[src/cbr_defines.svh]
// constants of the card bridge control block: offsets, fields, resets
// assumes byte offsets of a function's configuration space
`ifndef CBR_DEFINES_SVH
`define CBR_DEFINES_SVH

// ==========================================
// configuration offsets
`define CBR_CFG_DW_OFF 8'h3C
`define CBR_PIN_CODE_OFF 8'h3D
`define CBR_BCTL_OFF 8'h3E

// ==========================================
// bridge control fields
`define CBR_BCTL_RST 16'h0340
`define CBR_BCTL_RW_MASK 16'h07EF
`define CBR_B_POST 10
`define CBR_B_PF1 9
`define CBR_B_PF0 8
`define CBR_B_IRQSEL 7
`define CBR_B_CARD_RST 6
`define CBR_B_MABT 5
`define CBR_B_VGA 3
`define CBR_B_ISA 2
`define CBR_B_SERR 1
`define CBR_B_PERR 0

// ==========================================
// interrupt pin codes
`define CBR_PIN_INTA 8'h01
`define CBR_PIN_INTB 8'h02
`define CBR_PIN_INTC 8'h03

// ==========================================
// forwarding decode
`define CBR_ISA_TOP 32'h0000FFFF
`define CBR_VGA_MEM_LO 32'h000A0000
`define CBR_VGA_MEM_HI 32'h000BFFFF
`define CBR_VGA_IO1_LO 16'h03B0
`define CBR_VGA_IO1_HI 16'h03BB
`define CBR_VGA_IO2_LO 16'h03C0
`define CBR_VGA_IO2_HI 16'h03DF

`endif

[src/cbr_pkg.sv]
// types of the card bridge control block
// assumes cbr_defines.svh for all numeric constants
`default_nettype none

package cbr_pkg;

	// per-socket bridge control bits
	typedef struct packed {
		logic post_en;
		logic win1_prefetchable;
		logic win0_prefetchable;
		logic irq_legacy;
		logic card_rst;
		logic vga_forward_en;
		logic isa_alias_en;
		logic card_syserr_fwd_en;
		logic card_parity_resp_en;
	} cbr_sock_cfg_t;

	// configuration access request
	typedef struct packed {
		logic req;
		logic we;
		logic [1:0] func;
		logic [7:0] addr;
		logic [3:0] be;
		logic [31:0] wdata;
	} cbr_cfg_req_t;

	// forwarding decision request
	typedef struct packed {
		logic valid;
		logic is_io;
		logic sock;
		logic [31:0] addr;
	} cbr_fwd_req_t;

	typedef enum logic [1:0] {
		CBR_F_SOCK0 = 2'b00,
		CBR_F_SOCK1 = 2'b01,
		CBR_F_OHCI = 2'b10,
		CBR_F_NONE = 2'b11
	} cbr_func_t;

	typedef enum logic {
		CBR_IDLE = 1'b0,
		CBR_RESP = 1'b1
	} cbr_cfg_state_t;

endpackage : cbr_pkg

`default_nettype wire

[src/cbr_sync3.sv]
// three-flop pin synchroniser with agreement filter
// assumes inputs asynchronous to sys_clk_i
`timescale 1ns/1ps
`default_nettype none

module cbr_sync3 #(
	parameter int W = 1,
	parameter logic [W-1:0] INIT = '0
) (
	input wire logic sys_clk_i,
	input wire logic srst_i,
	input wire logic [W-1:0] d_i,
	output logic [W-1:0] q_o
);

	logic [W-1:0] s1_q;
	logic [W-1:0] s2_q;
	logic [W-1:0] s3_q;
	logic [W-1:0] agree;

	assign agree = ~(s2_q ^ s3_q);

	always_ff @(posedge sys_clk_i)
	begin
		if (srst_i)
		begin
			s1_q <= INIT;
			s2_q <= INIT;
			s3_q <= INIT;
			q_o <= INIT;
		end
		else
		begin
			s1_q <= d_i;
			s2_q <= s1_q;
			s3_q <= s2_q;
			q_o <= (agree & s3_q) | (~agree & q_o);
		end
	end

endmodule : cbr_sync3

`default_nettype wire

[src/cbr_sock_regs.sv]
// per-socket bridge control bits of one card function
// assumes host_rst_i is already synchronised to sys_clk_i
`timescale 1ns/1ps
`default_nettype none
`include "cbr_defines.svh"

module cbr_sock_regs (
	input wire logic sys_clk_i,
	input wire logic srst_i,
	input wire logic host_rst_i,
	input wire logic pme_en_i,
	input wire logic wr_lo_i,
	input wire logic wr_hi_i,
	input wire logic [15:0] wdata_i,
	output cbr_pkg::cbr_sock_cfg_t cfg_o
);

	localparam logic [15:0] RST = `CBR_BCTL_RST;

	cbr_pkg::cbr_sock_cfg_t rst_val;
	cbr_pkg::cbr_sock_cfg_t cfg_d;
	logic rst_bit_keep;

	assign rst_val = '{
		post_en: RST[`CBR_B_POST],
		win1_prefetchable: RST[`CBR_B_PF1],
		win0_prefetchable: RST[`CBR_B_PF0],
		irq_legacy: RST[`CBR_B_IRQSEL],
		card_rst: RST[`CBR_B_CARD_RST],
		vga_forward_en: RST[`CBR_B_VGA],
		isa_alias_en: RST[`CBR_B_ISA],
		card_syserr_fwd_en: RST[`CBR_B_SERR],
		card_parity_resp_en: RST[`CBR_B_PERR]
	};

	// writes touch only writable bits; host reset spares card reset with pme
	assign rst_bit_keep = pme_en_i; // RQ10
	assign cfg_d = '{
		post_en: wr_hi_i ? wdata_i[`CBR_B_POST] : cfg_o.post_en, // RQ5
		win1_prefetchable: wr_hi_i ? wdata_i[`CBR_B_PF1]
			: cfg_o.win1_prefetchable, // RQ6
		win0_prefetchable: wr_hi_i ? wdata_i[`CBR_B_PF0]
			: cfg_o.win0_prefetchable, // RQ6
		irq_legacy: wr_lo_i ? wdata_i[`CBR_B_IRQSEL] : cfg_o.irq_legacy,
		card_rst: wr_lo_i ? wdata_i[`CBR_B_CARD_RST]
			: cfg_o.card_rst, // RQ8
		vga_forward_en: wr_lo_i ? wdata_i[`CBR_B_VGA]
			: cfg_o.vga_forward_en,
		isa_alias_en: wr_lo_i ? wdata_i[`CBR_B_ISA] : cfg_o.isa_alias_en,
		card_syserr_fwd_en: wr_lo_i ? wdata_i[`CBR_B_SERR]
			: cfg_o.card_syserr_fwd_en, // RQ14
		card_parity_resp_en: wr_lo_i ? wdata_i[`CBR_B_PERR]
			: cfg_o.card_parity_resp_en // RQ15
	};

	always_ff @(posedge sys_clk_i)
	begin
		if (srst_i)
			cfg_o <= rst_val;
		else if (host_rst_i)
		begin
			cfg_o <= rst_val;
			if (rst_bit_keep)
				cfg_o.card_rst <= cfg_o.card_rst; // RQ10
		end
		else
			cfg_o <= cfg_d;
	end

endmodule : cbr_sock_regs

`default_nettype wire

[src/cbr_top.sv]
// card bridge control: interrupt pin codes and bridge control registers
// assumes configuration cycles arrive decoded as one-cycle requests
// How it works
// RQ1: pin code per function: A, B, C with both tie bits clear.
// RQ2: A-B tie alone joins A and B; functions 0,1 report A, 2 reports C.
// RQ3: all-tie joins A, B, C; every function reports A.
// RQ4: control bits 15-11 and 4 read zero; register resets to 0340h.
// RQ5: bit 10 enables burst write posting, held per socket.
// RQ6: bits 9 and 8 mark windows 1 and 0 prefetchable, default set.
// RQ7: bit 7 routes card interrupts to PCI lines or legacy IRQ.
// RQ8: bit 6 drives card reset; resets to 1.
// RQ9: host reset input also asserts card reset, whatever bit 6 holds.
// RQ10: with pme, only global reset sets bit 6; else either reset.
// RQ11: bit 5, shared, reports card master aborts as target abort, SERR.
// RQ12: bit 3 forwards VGA addresses across the bridge.
// RQ13: bit 2 blocks I/O to upper 768 bytes of each 1K under 64K.
// RQ14: bit 1 forwards card system error to PCI SERR.
// RQ15: bit 0 reports card parity errors on the parity error pin.
// RQ16: software should touch global bits only through function 0; the block takes bit 5 writes from function 1 too.
// RQ17: writes to read-only and reserved bits change nothing.
`timescale 1ns/1ps
`default_nettype none
`include "cbr_defines.svh"

module cbr_top (
	input wire logic sys_clk_i,
	input wire logic srst_i,
	input wire cbr_pkg::cbr_cfg_req_t cfg_i,
	output logic cfg_ack_o,
	output logic [31:0] cfg_rdata_o,
	input wire logic int_ab_tie_i,
	input wire logic int_abc_tie_i,
	input wire logic pme_en_i,
	input wire logic serr_en_i,
	input wire logic host_reset_in_n_i,
	input wire logic [1:0] card_system_error_n_i,
	input wire logic [1:0] card_irq_n_i,
	input wire logic ohci_irq_i,
	input wire logic [1:0] master_abort_i,
	input wire logic [1:0] parity_err_i,
	input wire cbr_pkg::cbr_fwd_req_t fwd_i,
	output logic [1:0] card_reset_out_n_o,
	output logic [1:0] card_parity_error_n_o,
	output logic serr_n_o,
	output logic target_abort_o,
	output logic [2:0] pci_int_n_o,
	output logic [1:0] legacy_irq_o,
	output logic [1:0] write_post_en_o,
	output logic [1:0] win1_prefetchable_o,
	output logic [1:0] win0_prefetchable_o,
	output logic fwd_ack_o,
	output logic fwd_pass_o,
	output logic fwd_vga_o
);

	// ==========================================
	// decode helpers
	function automatic logic isa_alias_hit(input logic [31:0] a);
		isa_alias_hit = (a <= `CBR_ISA_TOP) && (a[9:8] != 2'b00);
	endfunction : isa_alias_hit

	function automatic logic vga_hit(input logic io, input logic [31:0] a);
		logic mem_hit;
		logic io_hit;
		mem_hit = (a >= `CBR_VGA_MEM_LO) && (a <= `CBR_VGA_MEM_HI);
		io_hit = (a[31:16] == 16'h0000)
			&& (((a[15:0] >= `CBR_VGA_IO1_LO)
			&& (a[15:0] <= `CBR_VGA_IO1_HI))
			|| ((a[15:0] >= `CBR_VGA_IO2_LO)
			&& (a[15:0] <= `CBR_VGA_IO2_HI)));
		vga_hit = io ? io_hit : mem_hit;
	endfunction : vga_hit

	function automatic logic [7:0] pin_code(input logic [1:0] f,
		input logic ab, input logic abc);
		pin_code = 8'h00;
		unique case (f)
			2'b00:
				pin_code = `CBR_PIN_INTA; // RQ1
			2'b01:
				pin_code = (ab || abc) ? `CBR_PIN_INTA
					: `CBR_PIN_INTB; // RQ2
			2'b10:
				pin_code = abc ? `CBR_PIN_INTA
					: `CBR_PIN_INTC; // RQ3
			2'b11:
				pin_code = 8'h00;
		endcase
	endfunction : pin_code

	// ==========================================
	// pin synchronisers
	logic [4:0] pin_raw;
	logic [4:0] pin_sync;
	logic host_rst;
	logic [1:0] card_serr;
	logic [1:0] card_irq;

	assign pin_raw = {host_reset_in_n_i, card_system_error_n_i,
		card_irq_n_i};

	cbr_sync3 #(
		.W(5),
		.INIT(5'h1F)
	) u_sync (
		.sys_clk_i(sys_clk_i),
		.srst_i(srst_i),
		.d_i(pin_raw),
		.q_o(pin_sync)
	);

	assign host_rst = ~pin_sync[4];
	assign card_serr = ~pin_sync[3:2];
	assign card_irq = ~pin_sync[1:0];

	// ==========================================
	// configuration access decode
	cbr_pkg::cbr_cfg_state_t st_q;
	cbr_pkg::cbr_cfg_state_t st_d;
	cbr_pkg::cbr_func_t func;
	logic take;
	logic dw_hit;
	logic sock_fn;
	logic wr_lo;
	logic wr_hi;
	logic [1:0] sock_wr_lo;
	logic [1:0] sock_wr_hi;
	logic [15:0] wdata_hi;

	assign func = cbr_pkg::cbr_func_t'(cfg_i.func);
	assign take = cfg_i.req && (st_q == cbr_pkg::CBR_IDLE);
	assign dw_hit = cfg_i.addr[7:2] == 6'(`CBR_CFG_DW_OFF >> 2);
	assign sock_fn = (func == cbr_pkg::CBR_F_SOCK0)
		|| (func == cbr_pkg::CBR_F_SOCK1);
	assign wdata_hi = cfg_i.wdata[31:16] & `CBR_BCTL_RW_MASK; // RQ17
	// pin code byte has no write path at all
	assign wr_lo = take && cfg_i.we && dw_hit && sock_fn
		&& cfg_i.be[2]; // RQ17
	assign wr_hi = take && cfg_i.we && dw_hit && sock_fn
		&& cfg_i.be[3]; // RQ17
	assign sock_wr_lo = {wr_lo && cfg_i.func[0], wr_lo && !cfg_i.func[0]};
	assign sock_wr_hi = {wr_hi && cfg_i.func[0], wr_hi && !cfg_i.func[0]};

	always_comb
	begin
		st_d = st_q;
		unique case (st_q)
			cbr_pkg::CBR_IDLE:
				if (cfg_i.req)
					st_d = cbr_pkg::CBR_RESP;
			cbr_pkg::CBR_RESP:
				st_d = cbr_pkg::CBR_IDLE;
		endcase
	end

	// ==========================================
	// socket registers
	cbr_pkg::cbr_sock_cfg_t sock_cfg [2];
	logic [15:0] bctl_rd [2];
	logic mabt_q;

	genvar gs;
	generate
		for (gs = 0; gs < 2; gs++)
		begin : g_sock
			cbr_sock_regs u_regs (
				.sys_clk_i(sys_clk_i),
				.srst_i(srst_i),
				.host_rst_i(host_rst),
				.pme_en_i(pme_en_i),
				.wr_lo_i(sock_wr_lo[gs]),
				.wr_hi_i(sock_wr_hi[gs]),
				.wdata_i(wdata_hi),
				.cfg_o(sock_cfg[gs])
			);

			// reserved bits 15-11 and 4 stay zero
			always_comb
			begin
				bctl_rd[gs] = 16'h0000; // RQ4
				bctl_rd[gs][`CBR_B_POST] = sock_cfg[gs].post_en;
				bctl_rd[gs][`CBR_B_PF1] = sock_cfg[gs].win1_prefetchable;
				bctl_rd[gs][`CBR_B_PF0] = sock_cfg[gs].win0_prefetchable;
				bctl_rd[gs][`CBR_B_IRQSEL] = sock_cfg[gs].irq_legacy;
				bctl_rd[gs][`CBR_B_CARD_RST] = sock_cfg[gs].card_rst;
				bctl_rd[gs][`CBR_B_MABT] = mabt_q;
				bctl_rd[gs][`CBR_B_VGA] = sock_cfg[gs].vga_forward_en;
				bctl_rd[gs][`CBR_B_ISA] = sock_cfg[gs].isa_alias_en;
				bctl_rd[gs][`CBR_B_SERR] = sock_cfg[gs].card_syserr_fwd_en;
				bctl_rd[gs][`CBR_B_PERR] = sock_cfg[gs].card_parity_resp_en;
			end
		end
	endgenerate

	// ==========================================
	// read data
	logic [7:0] pin_rd;
	logic [31:0] rdata_d;

	assign pin_rd = pin_code(cfg_i.func, int_ab_tie_i, int_abc_tie_i);

	always_comb
	begin
		rdata_d = 32'h00000000;
		if (dw_hit && !cfg_i.we)
		begin
			rdata_d[15:8] = pin_rd;
			if (sock_fn)
				rdata_d[31:16] = bctl_rd[cfg_i.func[0]];
		end
	end

	// ==========================================
	// interrupt routing
	logic [1:0] to_pci;
	logic [2:0] pci_int_d;

	assign to_pci = {card_irq[1] && !sock_cfg[1].irq_legacy,
		card_irq[0] && !sock_cfg[0].irq_legacy}; // RQ7

	// ties move lines B and C onto A, matching the reported codes
	always_comb
	begin
		pci_int_d = 3'b000;
		pci_int_d[0] = to_pci[0];
		if (int_ab_tie_i || int_abc_tie_i)
			pci_int_d[0] = pci_int_d[0] || to_pci[1]; // RQ2
		else
			pci_int_d[1] = to_pci[1];
		if (int_abc_tie_i)
			pci_int_d[0] = pci_int_d[0] || ohci_irq_i; // RQ3
		else
			pci_int_d[2] = ohci_irq_i;
	end

	// ==========================================
	// error reporting
	logic ma_any;
	logic serr_d;
	logic [1:0] serr_fwd;
	logic [1:0] perr_d;

	assign ma_any = |master_abort_i;
	assign serr_fwd = {card_serr[1] && sock_cfg[1].card_syserr_fwd_en,
		card_serr[0] && sock_cfg[0].card_syserr_fwd_en}; // RQ14
	assign serr_d = serr_en_i
		&& ((ma_any && mabt_q) || (|serr_fwd)); // RQ11
	assign perr_d = {parity_err_i[1] && sock_cfg[1].card_parity_resp_en,
		parity_err_i[0] && sock_cfg[0].card_parity_resp_en}; // RQ15

	// ==========================================
	// forwarding decode
	cbr_pkg::cbr_sock_cfg_t fsel;
	logic fwd_block;
	logic fwd_vga_d;

	assign fsel = sock_cfg[fwd_i.sock];
	assign fwd_block = fwd_i.is_io && fsel.isa_alias_en
		&& isa_alias_hit(fwd_i.addr); // RQ13
	assign fwd_vga_d = fsel.vga_forward_en
		&& vga_hit(fwd_i.is_io, fwd_i.addr); // RQ12

	// ==========================================
	// registers
	always_ff @(posedge sys_clk_i)
	begin
		if (srst_i || host_rst)
			mabt_q <= 1'b0;
		else if (wr_lo)
			mabt_q <= cfg_i.wdata[16 + `CBR_B_MABT]; // RQ11
	end

	always_ff @(posedge sys_clk_i)
	begin
		if (srst_i)
		begin
			st_q <= cbr_pkg::CBR_IDLE;
			cfg_ack_o <= 1'b0;
			cfg_rdata_o <= 32'h00000000;
		end
		else
		begin
			st_q <= st_d;
			cfg_ack_o <= take;
			if (take)
				cfg_rdata_o <= rdata_d;
		end
	end

	always_ff @(posedge sys_clk_i)
	begin
		if (srst_i)
		begin
			card_reset_out_n_o <= 2'b00;
			pci_int_n_o <= 3'b111;
			legacy_irq_o <= 2'b00;
		end
		else
		begin
			card_reset_out_n_o <= ~({sock_cfg[1].card_rst,
				sock_cfg[0].card_rst} // RQ8
				| {2{host_rst}}); // RQ9
			pci_int_n_o <= ~pci_int_d;
			legacy_irq_o <= {card_irq[1] && sock_cfg[1].irq_legacy,
				card_irq[0] && sock_cfg[0].irq_legacy}; // RQ7
		end
	end

	always_ff @(posedge sys_clk_i)
	begin
		if (srst_i)
		begin
			serr_n_o <= 1'b1;
			target_abort_o <= 1'b0;
			card_parity_error_n_o <= 2'b11;
		end
		else
		begin
			serr_n_o <= ~serr_d;
			target_abort_o <= ma_any && mabt_q; // RQ11
			card_parity_error_n_o <= ~perr_d;
		end
	end

	always_ff @(posedge sys_clk_i)
	begin
		if (srst_i)
		begin
			write_post_en_o <= 2'b00;
			win1_prefetchable_o <= 2'b11;
			win0_prefetchable_o <= 2'b11;
		end
		else
		begin
			write_post_en_o <= {sock_cfg[1].post_en,
				sock_cfg[0].post_en}; // RQ5
			win1_prefetchable_o <= {sock_cfg[1].win1_prefetchable,
				sock_cfg[0].win1_prefetchable}; // RQ6
			win0_prefetchable_o <= {sock_cfg[1].win0_prefetchable,
				sock_cfg[0].win0_prefetchable}; // RQ6
		end
	end

	always_ff @(posedge sys_clk_i)
	begin
		if (srst_i)
		begin
			fwd_ack_o <= 1'b0;
			fwd_pass_o <= 1'b0;
			fwd_vga_o <= 1'b0;
		end
		else
		begin
			fwd_ack_o <= fwd_i.valid;
			fwd_pass_o <= fwd_i.valid && !fwd_block;
			fwd_vga_o <= fwd_i.valid && fwd_vga_d;
		end
	end

endmodule : cbr_top

`default_nettype wire

[config.mk]
export PLATFORM = sky130hd
export DESIGN_NAME = cbr_top
export DESIGN_NICKNAME = d
export VERILOG_FILES = /design/src/cbr_pkg.sv /design/src/cbr_sync3.sv /design/src/cbr_sock_regs.sv /design/src/cbr_top.sv
export VERILOG_INCLUDE_DIRS = /design/src
export SDC_FILE = /design/constraint.sdc
export NUM_CORES = 1
export LEC_CHECK = 0
export BUFFER_PORTS_ARGS = -buffer_cell sky130_fd_sc_hd__buf_2
export CORE_UTILIZATION = 30
export DETAILED_ROUTE_END_ITERATION = 12
export PLACE_DENSITY = 0.61
export SYNTH_ARGS = -nofsm -noshare
export SYNTH_HDL_FRONTEND = slang
export SYNTH_SLANG_ARGS = --single-unit
[constraint.sdc]
create_clock -name sys_clk_i -period 3.5 [get_ports sys_clk_i]
set_input_delay 0.7 -clock sys_clk_i [delete_from_list [all_inputs] [get_ports sys_clk_i]]
set_output_delay 0.7 -clock sys_clk_i [all_outputs]
set_load 0.02 [all_outputs]
==> results of run 1 <==
worst paths after layout:
kind | start | to | slack [ns]
max | srst_i | g_sock[1].u_regs.cfg_o[4] | 1.58
min | u_sync.s1_q[0] | u_sync.s2_q[0] | 0.41
max reg2reg | st_q | g_sock[0].u_regs.cfg_o[1] | 1.97
min reg2reg | u_sync.s1_q[0] | u_sync.s2_q[0] | 0.41
state kept, by name, indices dropped and copies added (netlist names), 2 cells and up, named ones only:
register and count:
g_sock.u_regs.cfg_o 18, cfg_rdata_o 12, u_sync.s1_q 5, u_sync.s2_q 5
u_sync.s3_q 5, pci_int_n_o 3, card_parity_error_n_o 2, card_reset_out_n_o 2
legacy_irq_o 2, win0_prefetchable_o 2, win1_prefetchable_o 2, write_post_en_o 2
layer usage:
metal,GRT usage,up-vias,part of all wire
li1,-,1158,-
met1,0.1591,1044,0.45
met2,0.2170,99,0.46
met3,0.02994,9,0.076
met4,0.06787,0,0.019
met5,0,-,0
critical path: cells and delay by family:
kind            cells  cell delay (ns)
compound gates      1             0.15
buf+inv             2             0.80
mux                 1             0.13
simple gates        2             0.41
cell families (layout without fill, tap and decap cells):
family | after synthesis | count (layout)
AO/OA/AOI/OAI | 33 | 33
multiplexers | 29 | 29
flip-flops | 73 | 73
buffers and inverters | 32 | 124
other | 1 | 20
AND/OR/NAND/NOR | 119 | 119
power breakdown:
group	leakage (nW)	switching (mW)	internal, mW
logic	0.921	0.0727	0.0522
clock network	0.0842	0.314	0.298
registers	0.593	0.00390	0.841
layout make-up:
class                      count  area share
timing repair buffer         104      0.1437
tap                          129     0.04436
clock buffer                  11     0.04161
sequential                    73      0.4017
clock inverter                 5     0.01066
multi-input combinational    201      0.3539
inverter                       4    0.004127
synthesized netlist by cell type, types with 2 or more instances:
| cell type | n | area share |
|---|---|---|
| nor3b_1 | 3 | 0.0078 |
| nand2b_1 | 6 | 0.013 |
| nand4b_1 | 4 | 0.012 |
| nor2b_1 | 3 | 0.0065 |
| inv_1 | 4 | 0.0052 |
| nor2_1 | 32 | 0.042 |
| o21ai_0 | 12 | 0.021 |
| and4b_1 | 2 | 0.0070 |
| clkbuf_1 | 6 | 0.0078 |
| nand2_1 | 19 | 0.025 |
| nand3b_1 | 4 | 0.010 |
| dfxtp_1 | 73 | 0.51 |
| o22ai_1 | 2 | 0.0044 |
| buf_4 | 20 | 0.052 |
| nor4_2 | 2 | 0.0087 |
| nor4_1 | 3 | 0.0065 |
| o21bai_1 | 5 | 0.013 |
| mux2i_1 | 28 | 0.098 |
| or2_2 | 19 | 0.041 |
| nand3_1 | 3 | 0.0052 |
| nor3_1 | 6 | 0.010 |
| a21oi_1 | 9 | 0.016 |
per-stage QoR:
| stage | util | power (mW) |
|---|---|---|
| finish | 0.3938 | 1.582 |
| global route | 0.3938 | 1.655 |
| CTS | 0.3938 | 1.608 |
| detailed placement | 0.3732 | 0.9898 |
| global placement | 0.3732 | 0.9869 |
| floorplan | - | 0.9462 |
==> summary.txt, run 1 <==
Status
  – Status: finished, final reports clean

Global routing
  – Grt ovf: 0
  – Vias in the first global route: 2,164
  – Pin count of the biggest net entering global routing: 49
  – Initial antenna violation count: 0
  – Overall Global Routing Usage: 0.1310
  – First-pass GRT wire length: 10.03 mm

Synthesis
  – Netlist cell types: 44
  – Post-synthesis mux area share: 0.1014
  – Async SR Flop Fraction: 0
  – Post-synthesis adder-cell area fraction: 0
  – Synthesized area: 2874 um2
  – Xor/xnor share of the synthesized area: 0
  – Top_reg_cell synth: dfxtp_1
  – Synth Instances: 287
  – Post-Synth Simple-Gate Area: 0.2503
  – Post-synth EDFFs: 0
  – Compound-Gate Fraction of Synth Area: 0.07009
  – Register area share after synthesis: 0.5085
  – Synth warn: 0
  – Avg Cell Area, Syn: 10.01 um2
  – FF+latch count, synth: 73
  – Main combinational cell family by area after synthesis: simple AND/OR/NAND/NOR gates

Timing
  – Final slew viol count: 0
  – Final hold vios: 0
  – Period utilisation layout: 0.5494
  – RSZ-0062 raised after global routing: no
  – Least-Margin Pin Slew: 0.7535 ns
  – Sum Neg Setup Slack: 0 ns
  – Final WS setup: 1.577 ns
  – Hold_ws: 0.4108 ns
  – Slew margin rel.: 0.4958
  – Min Tclk post-route: 1.923 ns
  – Max Clock Skew: 0.008317 ns
  – Final Setup Violations: 0
  – Fmax: 520.1 MHz

Power and ir drop
  – Leakage: 1.598 nW
  – Worst vdd ir: 0.1502 mV
  – Pwr/cell area: 434.8 nW/um2

Final layout
  – Commonest cells after routing, fill and taps aside: buf_2, dfxtp_1, nor2_1
  – Area of the multi-input gates: 1287 um2
  – Final Instance Count excl. Fillers: 527
  – Ant diodes: 0
  – Fillers: 975
  – Nets: 492
  – Commonest non-fill, non-tap cell in the layout: buf_2
  – Finished Cell Area: 3638 um2
  – Fraction of layout cells with a size suffix above 1: 0.3794
  – Layout area overhead: 26.60%
  – Sequential cell area: 1461 um2

Clocking
  – Clock Sinks: 73
  – Postcts setup bufs: 0
  – CTS max path bufs: 2
  – CTS H-tree lvls: 3
  – Hold-fix buffers, CTS: 0
  – CTS Root Cell: clkbuf_8
  – Num CTS Buffers: 9
  – Clock transition at path regs: 0.08 ns
  – Post-CTS Resized: 0
  – Clock Latency Late Sink: 0.34 ns
  – CTS tree: built

Worst setup path
  – Critical Path, Cell by Cell: buf_2, nand2b_1, buf_4, nor2_1, mux2i_1, o31a_1
  – Critical path arrival: 2.20 ns
  – Crit-path slowest cell: buf_2
  – CP Capture Type: flop
  – Crit Path Max Fanout: 48
  – Critical Path Max Stage Delay: 0.57 ns
  – Worst r2r path cells: 4
  – Critical setup path kind: in -> reg
  – Startpoint Class: input port
  – WP data required: 3.78 ns

Detailed routing
  – Vias: 2,310
  – Antenna Nets Post-Route: 0
  – Detailed Routing Iterations Pass 1: 4
  – Vias per cell: 4.383
  – Routed WL per cell: 12.22 um
  – Total wire length: 6.441 mm
  – Initial DRC Count: 46
  – DRC Markers: 0

Floorplanning
  – Die Span Y: 99.88 um
  – Core footprint: 9240 um2
  – Starting Density: 0.3110
  – I/O pins: 152
  – Num rows: 35
  – Die width: 99.88 um
  – Die footprint: 9975 um2

Placed design
  – DP Worst Slack: 1.190 ns
  – Post-DP HPWL: 4.795 mm
  – Cell Area, Placed: 3448 um2
  – Placed cell count: 511
  – Number of buffers added on ports: 103
  – GP Congestion: 0.7311

Hold path
  – WHS Path Cells: 1
  – Worst Hold Class: reg -> reg

Flow run
  – Max-cap viol count: 0
Power figures use the tool's default switching activity.
==> inputs of run 2 (changes only) <==
Clock period 3.5 ns to 2 ns, I/O delays scaled along.
==> summary.txt, run 2 (same netlist as run 1, synthesis figures left out) <==
Detailed routing
  – Antenna Nets Post-Route: 0 (unchanged)
  – Detailed Routing Iterations Pass 1: 4 (unchanged)
  – Routed WL per cell: 12.33 um (+0.84%)
  – Total wire length: 6.557 mm (+1.8%)
  – Vias: 2,331 (+0.91%)
  – Vias per cell: 4.382 (about the same)
  – DRC Markers: 0 (unchanged)
  – Initial DRC Count: 29 (-37%)

Worst setup path
  – Worst r2r path cells: 4 (unchanged)
  – WP data required: 2.23 ns (-1.55 ns)
  – Crit Path Max Fanout: 4 (-92%)
  – Worst R2R Setup Slack: 0.60 ns (-1.37 ns)
  – CP Capture Type: flop
  – Worst R2R End: g_sock[1].u_regs.cfg_o[6]
  – Critical setup path kind: reg -> reg
  – FF-to-FF Start: st_q
  – Critical path arrival: 1.62 ns (-0.58 ns)
  – Startpoint Class: flop

Placed design
  – GP Congestion: 0.7646 (+4.6%)
  – Number of buffers added on ports: 103 (unchanged)
  – Cell Area, Placed: 3486 um2 (+1.1%)
  – Post-DP HPWL: 4.923 mm (+2.7%)

Global routing
  – First-pass GRT wire length: 10.27 mm (+2.3%)
  – Grt ovf: 0 (unchanged)
  – Vias in the first global route: 2,193 (+1.3%)
  – Pin count of the biggest net entering global routing: 19 (-61%)
  – Overall Global Routing Usage: 0.1364 (+0.005386)
  – Initial antenna violation count: 0 (unchanged)

Status
  – Status: finished, final reports clean

Timing
  – Fmax: 715.9 MHz
  – Max Clock Skew: 0.006578 ns (-0.001739 ns)
  – Min Tclk post-route: 1.397 ns
  – Final hold vios: 0 (unchanged)
  – RSZ-0062 raised after global routing: no
  – Period utilisation layout: 0.6985
  – Final Setup Violations: 0 (unchanged)
  – Sum Neg Setup Slack: 0 ns (unchanged)
  – Final slew viol count: 0 (unchanged)

Clocking
  – Num CTS Buffers: 9 (unchanged)
  – Clock transition at path regs: 0.08 ns (about the same)
  – CTS Root Cell: clkbuf_8
  – CTS max path bufs: 2 (unchanged)
  – Postcts setup bufs: 0 (unchanged)
  – CTS tree: built
  – Clock Sinks: 73 (unchanged)
  – CTS H-tree lvls: 3 (unchanged)
  – Post-CTS Resized: 0 (unchanged)
  – Hold-fix buffers, CTS: 0 (unchanged)
  – Clock Latency Late Sink: 0.35 ns (about the same)

Hold path
  – Worst hold path startpoint: card_irq_n_i[1]
  – Worst Hold Class: in -> reg
  – WHS Path Cells: 2 (+1)
  – Worst Hold Path EP: u_sync.s1_q[1]

Floorplanning
  – Die width: 99.88 um (unchanged)
  – Die Span Y: 99.88 um (unchanged)
  – I/O pins: 152 (unchanged)
  – Core footprint: 9240 um2 (unchanged)
  – Die footprint: 9975 um2 (unchanged)
  – Num rows: 35 (unchanged)
  – Starting Density: 0.3110 (unchanged)

Final layout
  – Nets: 497 (+1.0%)
  – Fillers: 932 (-4.4%)
  – Finished Cell Area: 3681 um2 (+1.2%)
  – Top flop regs: g_sock.u_regs.cfg_o: 18 flops, cfg_rdata_o: 12 flops
  – Commonest cells after routing, fill and taps aside: buf_2, dfxtp_1, nor2_1
  – Register with the highest flop count: g_sock.u_regs.cfg_o
  – Sequential cell area: 1461 um2 (unchanged)
  – Commonest non-fill, non-tap cell in the layout: buf_2
  – Area of the multi-input gates: 1287 um2 (unchanged)
  – Ant diodes: 0 (unchanged)
  – Layout area overhead: 28.08%
  – Fraction of layout cells with a size suffix above 1: 0.3871 (+0.007700)
  – Max FFs per register: 18 (unchanged)

Power and ir drop
  – Worst vdd ir: 0.3154 mV (+110%)
  – Leakage: 1.630 nW (+2.0%)
  – Pwr/cell area: 771.8 nW/um2 (+78%)
  – Power Total: 2.841 mW (+80%)

Flow run
  – Max-cap viol count: 0 (unchanged)
## run 2: changes by cell type in the layout (fill, tap and decap cells not counted)
cell / change
clkbuf_8: -2
clkinvlp_4: -1
clkinv_2: +2
inv_6: -1
buf_4: +5
clkinv_4: +1
bufinv_16: +1
## run 2: where the power goes
part	internal, mW	switching [mW]	leakage, nW	total [mW]
Combinational	0.0966	0.129	0.946	0.225
Sequential	1.47	0.00646	0.593	1.48
Clock	0.573	0.566	0.0912	1.14
## run 2: final cells by class
class                   instances  area share
clock buffers                   9     0.03365
clock inverters                 7     0.01937
inverters                       4    0.004079
multi-input cells             201      0.3498
flip-flops and latches         73      0.3970
well taps                     129     0.04385
repair buffers                109      0.1523
## run 2: metrics by stage
stage	utilization	setup slack (ns)	hold slack, ns	std cells
after floorplan	-	0.6073	0.3895	306
after global placement	0.3773	0.4153	0.3905	516
after detailed placement	0.3773	0.3749	0.3954	516
after CTS	0.3984	0.5686	0.2065	532
after global routing	0.3984	0.5255	0.2099	532
final	0.3984	0.6031	0.2231	532
## run 2: layer usage
layer | global-route usage | vias up | wire length (um)
li1 | - | 1170 | -
met1 | 0.1637 | 1056 | 2924
met2 | 0.2212 | 94 | 2973
met3 | 0.04178 | 11 | 519
met4 | 0.06787 | 0 | 140
met5 | 0 | - | 0
## run 2: worst max path at each step
| stage | start | end | slack [ns] | cells after the start |
|---|---|---|---|---|
| global placement | fwd_i[25] | fwd_pass_o | 0.42 | 5 |
| CTS | st_q | g_sock[0].u_regs.cfg_o[4] | 0.57 | 5 |
| global route | st_q | g_sock[1].u_regs.cfg_o[6] | 0.53 | 4 |
| floorplan | cfg_i[42] | g_sock[0].u_regs.cfg_o[0] | 0.61 | 4 |
| finish | st_q | g_sock[1].u_regs.cfg_o[6] | 0.60 | 4 |
| detailed placement | cfg_i[42] | g_sock[0].u_regs.cfg_o[4] | 0.37 | 6 |
## run 2: worst max-delay path, stage by stage (launching register included)
cell,delay [ns]
dfxtp_1,0.33
nand4b_2,0.27
nor3_2,0.36
mux2i_1,0.25
nand2_1,0.07
==> inputs of run 3 (changes only) <==
Settings changed: PLACE_DENSITY 0.61 to 0.63.
Clock period 2 ns to 1.1 ns, I/O delays scaled along.
==> summary.txt, run 3 (same netlist as run 1, synthesis figures left out) <==
Status
  – Failing checks: setup timing
  – Status: finished with violations

Timing
  – Period utilisation layout: 1.150 (+0.4515)
  – Max Clock Skew: 0.008761 ns (+0.002184 ns)
  – Final hold vios: 0 (unchanged)
  – RSZ-0062 raised after global routing: yes
  – Min Tclk post-route: 1.265 ns (-0.1320 ns)
  – Final Setup Violations: 28 (+28)
  – Final WS setup: -0.1649 ns (-0.7680 ns)
  – Final slew viol count: 0 (unchanged)
  – Fmax: 790.6 MHz (+10%)

Final layout
  – Top flop regs: g_sock.u_regs.cfg_o: 18 flops, cfg_rdata_o: 12 flops
  – Max FFs per register: 18 (unchanged)
  – Commonest cells after routing, fill and taps aside: buf_2, dfxtp_1, buf_4
  – Ant diodes: 0 (unchanged)
  – Final Instance Count excl. Fillers: 553 (+3.9%)
  – Commonest non-fill, non-tap cell in the layout: buf_2
  – Layout area overhead: 40.88%
  – Post-Route Utilization: 0.4382 (+0.03981)
  – Fraction of layout cells with a size suffix above 1: 0.4623 (+0.07517)
  – Register with the highest flop count: g_sock.u_regs.cfg_o
  – Nets: 518 (+4.2%)
  – Fillers: 931 (-0.11%)

Worst setup path
  – Critical path arrival: 1.50 ns (-0.12 ns)
  – Critical Path, Cell by Cell: and4b_2, nand3_4, mux2i_2, nor2_1
  – Worst path depth: 4 (unchanged)
  – Worst R2R Setup Slack: -0.16 ns (-0.77 ns)
  – Crit Path Max Fanout: 6 (+2)
  – Worst path top cell family by delay: simple AND/OR/NAND/NOR gates
  – Startpoint Class: flop
  – WP data required: 1.34 ns (-0.89 ns)
  – FF-to-FF Start: st_q
  – Crit-path slowest cell: and4b_2
  – Critical Path Max Stage Delay: 0.36 ns (about the same)
  – Worst R2R End: g_sock[1].u_regs.cfg_o[1]
  – Worst r2r path cells: 4 (unchanged)
  – CP Capture Type: flop
  – Critical path buffers and inverters: 0 (unchanged)
  – Critical setup path kind: reg -> reg

Detailed routing
  – Total wire length: 6.827 mm (+4.1%)
  – Detailed Routing Iterations Pass 1: 4 (unchanged)
  – Routed WL per cell: 12.35 um (+0.16%)
  – Initial DRC Count: 41 (+41%)
  – Vias: 2,410 (+3.4%)
  – Vias per cell: 4.358 (-0.54%)
  – Antenna Nets Post-Route: 0 (unchanged)
  – DRC Markers: 0 (unchanged)

Global routing
  – Overall Global Routing Usage: 0.1420 (+0.005573)
  – Initial antenna violation count: 0 (unchanged)
  – Pin count of the biggest net entering global routing: 28 (+9)
  – Vias in the first global route: 2,319 (+5.7%)
  – Grt ovf: 0 (unchanged)
  – First-pass GRT wire length: 10.81 mm (+5.2%)

Clocking
  – CTS tree: built
  – CTS Root Cell: clkbuf_8
  – Clock Sinks: 73 (unchanged)
  – Clock transition at path regs: 0.08 ns (about the same)
  – Clock Latency Late Sink: 0.35 ns (about the same)
  – Hold-fix buffers, CTS: 0 (unchanged)
  – CTS H-tree lvls: 3 (unchanged)
  – Num CTS Buffers: 9 (unchanged)
  – CTS max path bufs: 2 (unchanged)

Floorplanning
  – Num rows: 35 (unchanged)
  – Die footprint: 9975 um2 (unchanged)
  – Starting Density: 0.3110 (unchanged)
  – Die Span Y: 99.88 um (unchanged)
  – Die width: 99.88 um (unchanged)
  – Core footprint: 9240 um2 (unchanged)
  – I/O pins: 152 (unchanged)

Placed design
  – GP Congestion: 0.7840 (+2.5%)
  – Post-DP HPWL: 5.086 mm (+3.3%)
  – Placed cell count: 535 (+3.7%)
  – Number of buffers added on ports: 103 (unchanged)

Hold path
  – WHS Path Cells: 2 (unchanged)
  – Worst Hold Class: in -> reg
  – Worst Hold Path EP: u_sync.s1_q[0]
  – Worst hold path startpoint: card_irq_n_i[0]

Power and ir drop
  – Power Total: 5.747 mW (+100%)
  – Leakage: 1.788 nW (+9.7%)
  – Worst vdd ir: 0.5322 mV (+69%)
  – Pwr/cell area: 1419 nW/um2 (+84%)

Flow run
  – Max-cap viol count: 0 (unchanged)
-- run 3: cell types whose count changed in the layout (fill, tap and decap cells not counted), moves of 3 or more --
cell | previous run | this run
o21ai_0 | 12 | 3
dfxtp_2 | 0 | 6
buf_4 | 6 | 33
o21ai_1 | 0 | 7
nand3_1 | 3 | 0
buf_6 | 0 | 4
dfxtp_1 | 73 | 67
buf_2 | 103 | 92
-- run 3: worst register-to-register path, delay by kind of cell (launching register included) --
kind / cells / cell delay (ns)
simple gates: 3 / 0.59
flops: 1 / 0.34
mux: 1 / 0.23
-- run 3: worst max-delay path by stage --
stage | startpoint | end
final | st_q | g_sock[1].u_regs.cfg_o[1]
after global placement | cfg_i[42] | cfg_rdata_o[9]
after detailed placement | cfg_i[42] | cfg_rdata_o[9]
after floorplan | cfg_i[42] | g_sock[0].u_regs.cfg_o[0]
after global routing | st_q | g_sock[0].u_regs.cfg_o[0]
after CTS | st_q | g_sock[0].u_regs.cfg_o[1]
-- run 3: area by class of cell --
class	instances	area, um2	share of cell area
Inverter	4	15.01	0.003708
Clock inverter	5	102.6	0.02534
Tap cell	129	161.4	0.03986
Sequential cell	73	1469	0.3628
Multi-Input combinational cell	201	1386	0.3424
Clock buffer	11	141.4	0.03492
Timing Repair Buffer	130	773.2	0.1910
-- run 3: timing repair --
| item | CTS | global route |
|---|---|---|
| pin swaps | 4 | 3 |
| gates resized for setup | 9 | 37 |
| cloned | 0 | 1 |
| setup buffers | 0 | 1 |
| endpoints found under the setup margin | 30 | 41 |
-- run 3: routing by layer --
layer  vias to the layer above  global-route usage  routed length [um]
met5                         -                   0                   0
met3                        11             0.04248                 486
li1                       1219                   -                   -
met1                      1082              0.1718                3095
met4                         0             0.07466                 142
met2                        98              0.2276                3103
-- run 3: power breakdown --
group,internal (mW),switching (mW)
Combinational,0.224,0.263
Sequential,2.67,0.0123
Clock,1.57,1.01
Total,4.46,1.28
-- run 3: stage by stage --
stage	hold slack, ns	TNS (ns)	area (um2)	setup WS, ns
detailed placement	0.3932	-5.586	3690	-0.2917
CTS	0.03334	-2.586	3950	-0.1512
global route	0.03687	-4.352	4049	-0.2302
global placement	0.3921	-5.438	3690	-0.2676
finish	0.04466	-2.477	4049	-0.1649
floorplan	0.2819	-0.9963	2995	-0.1286
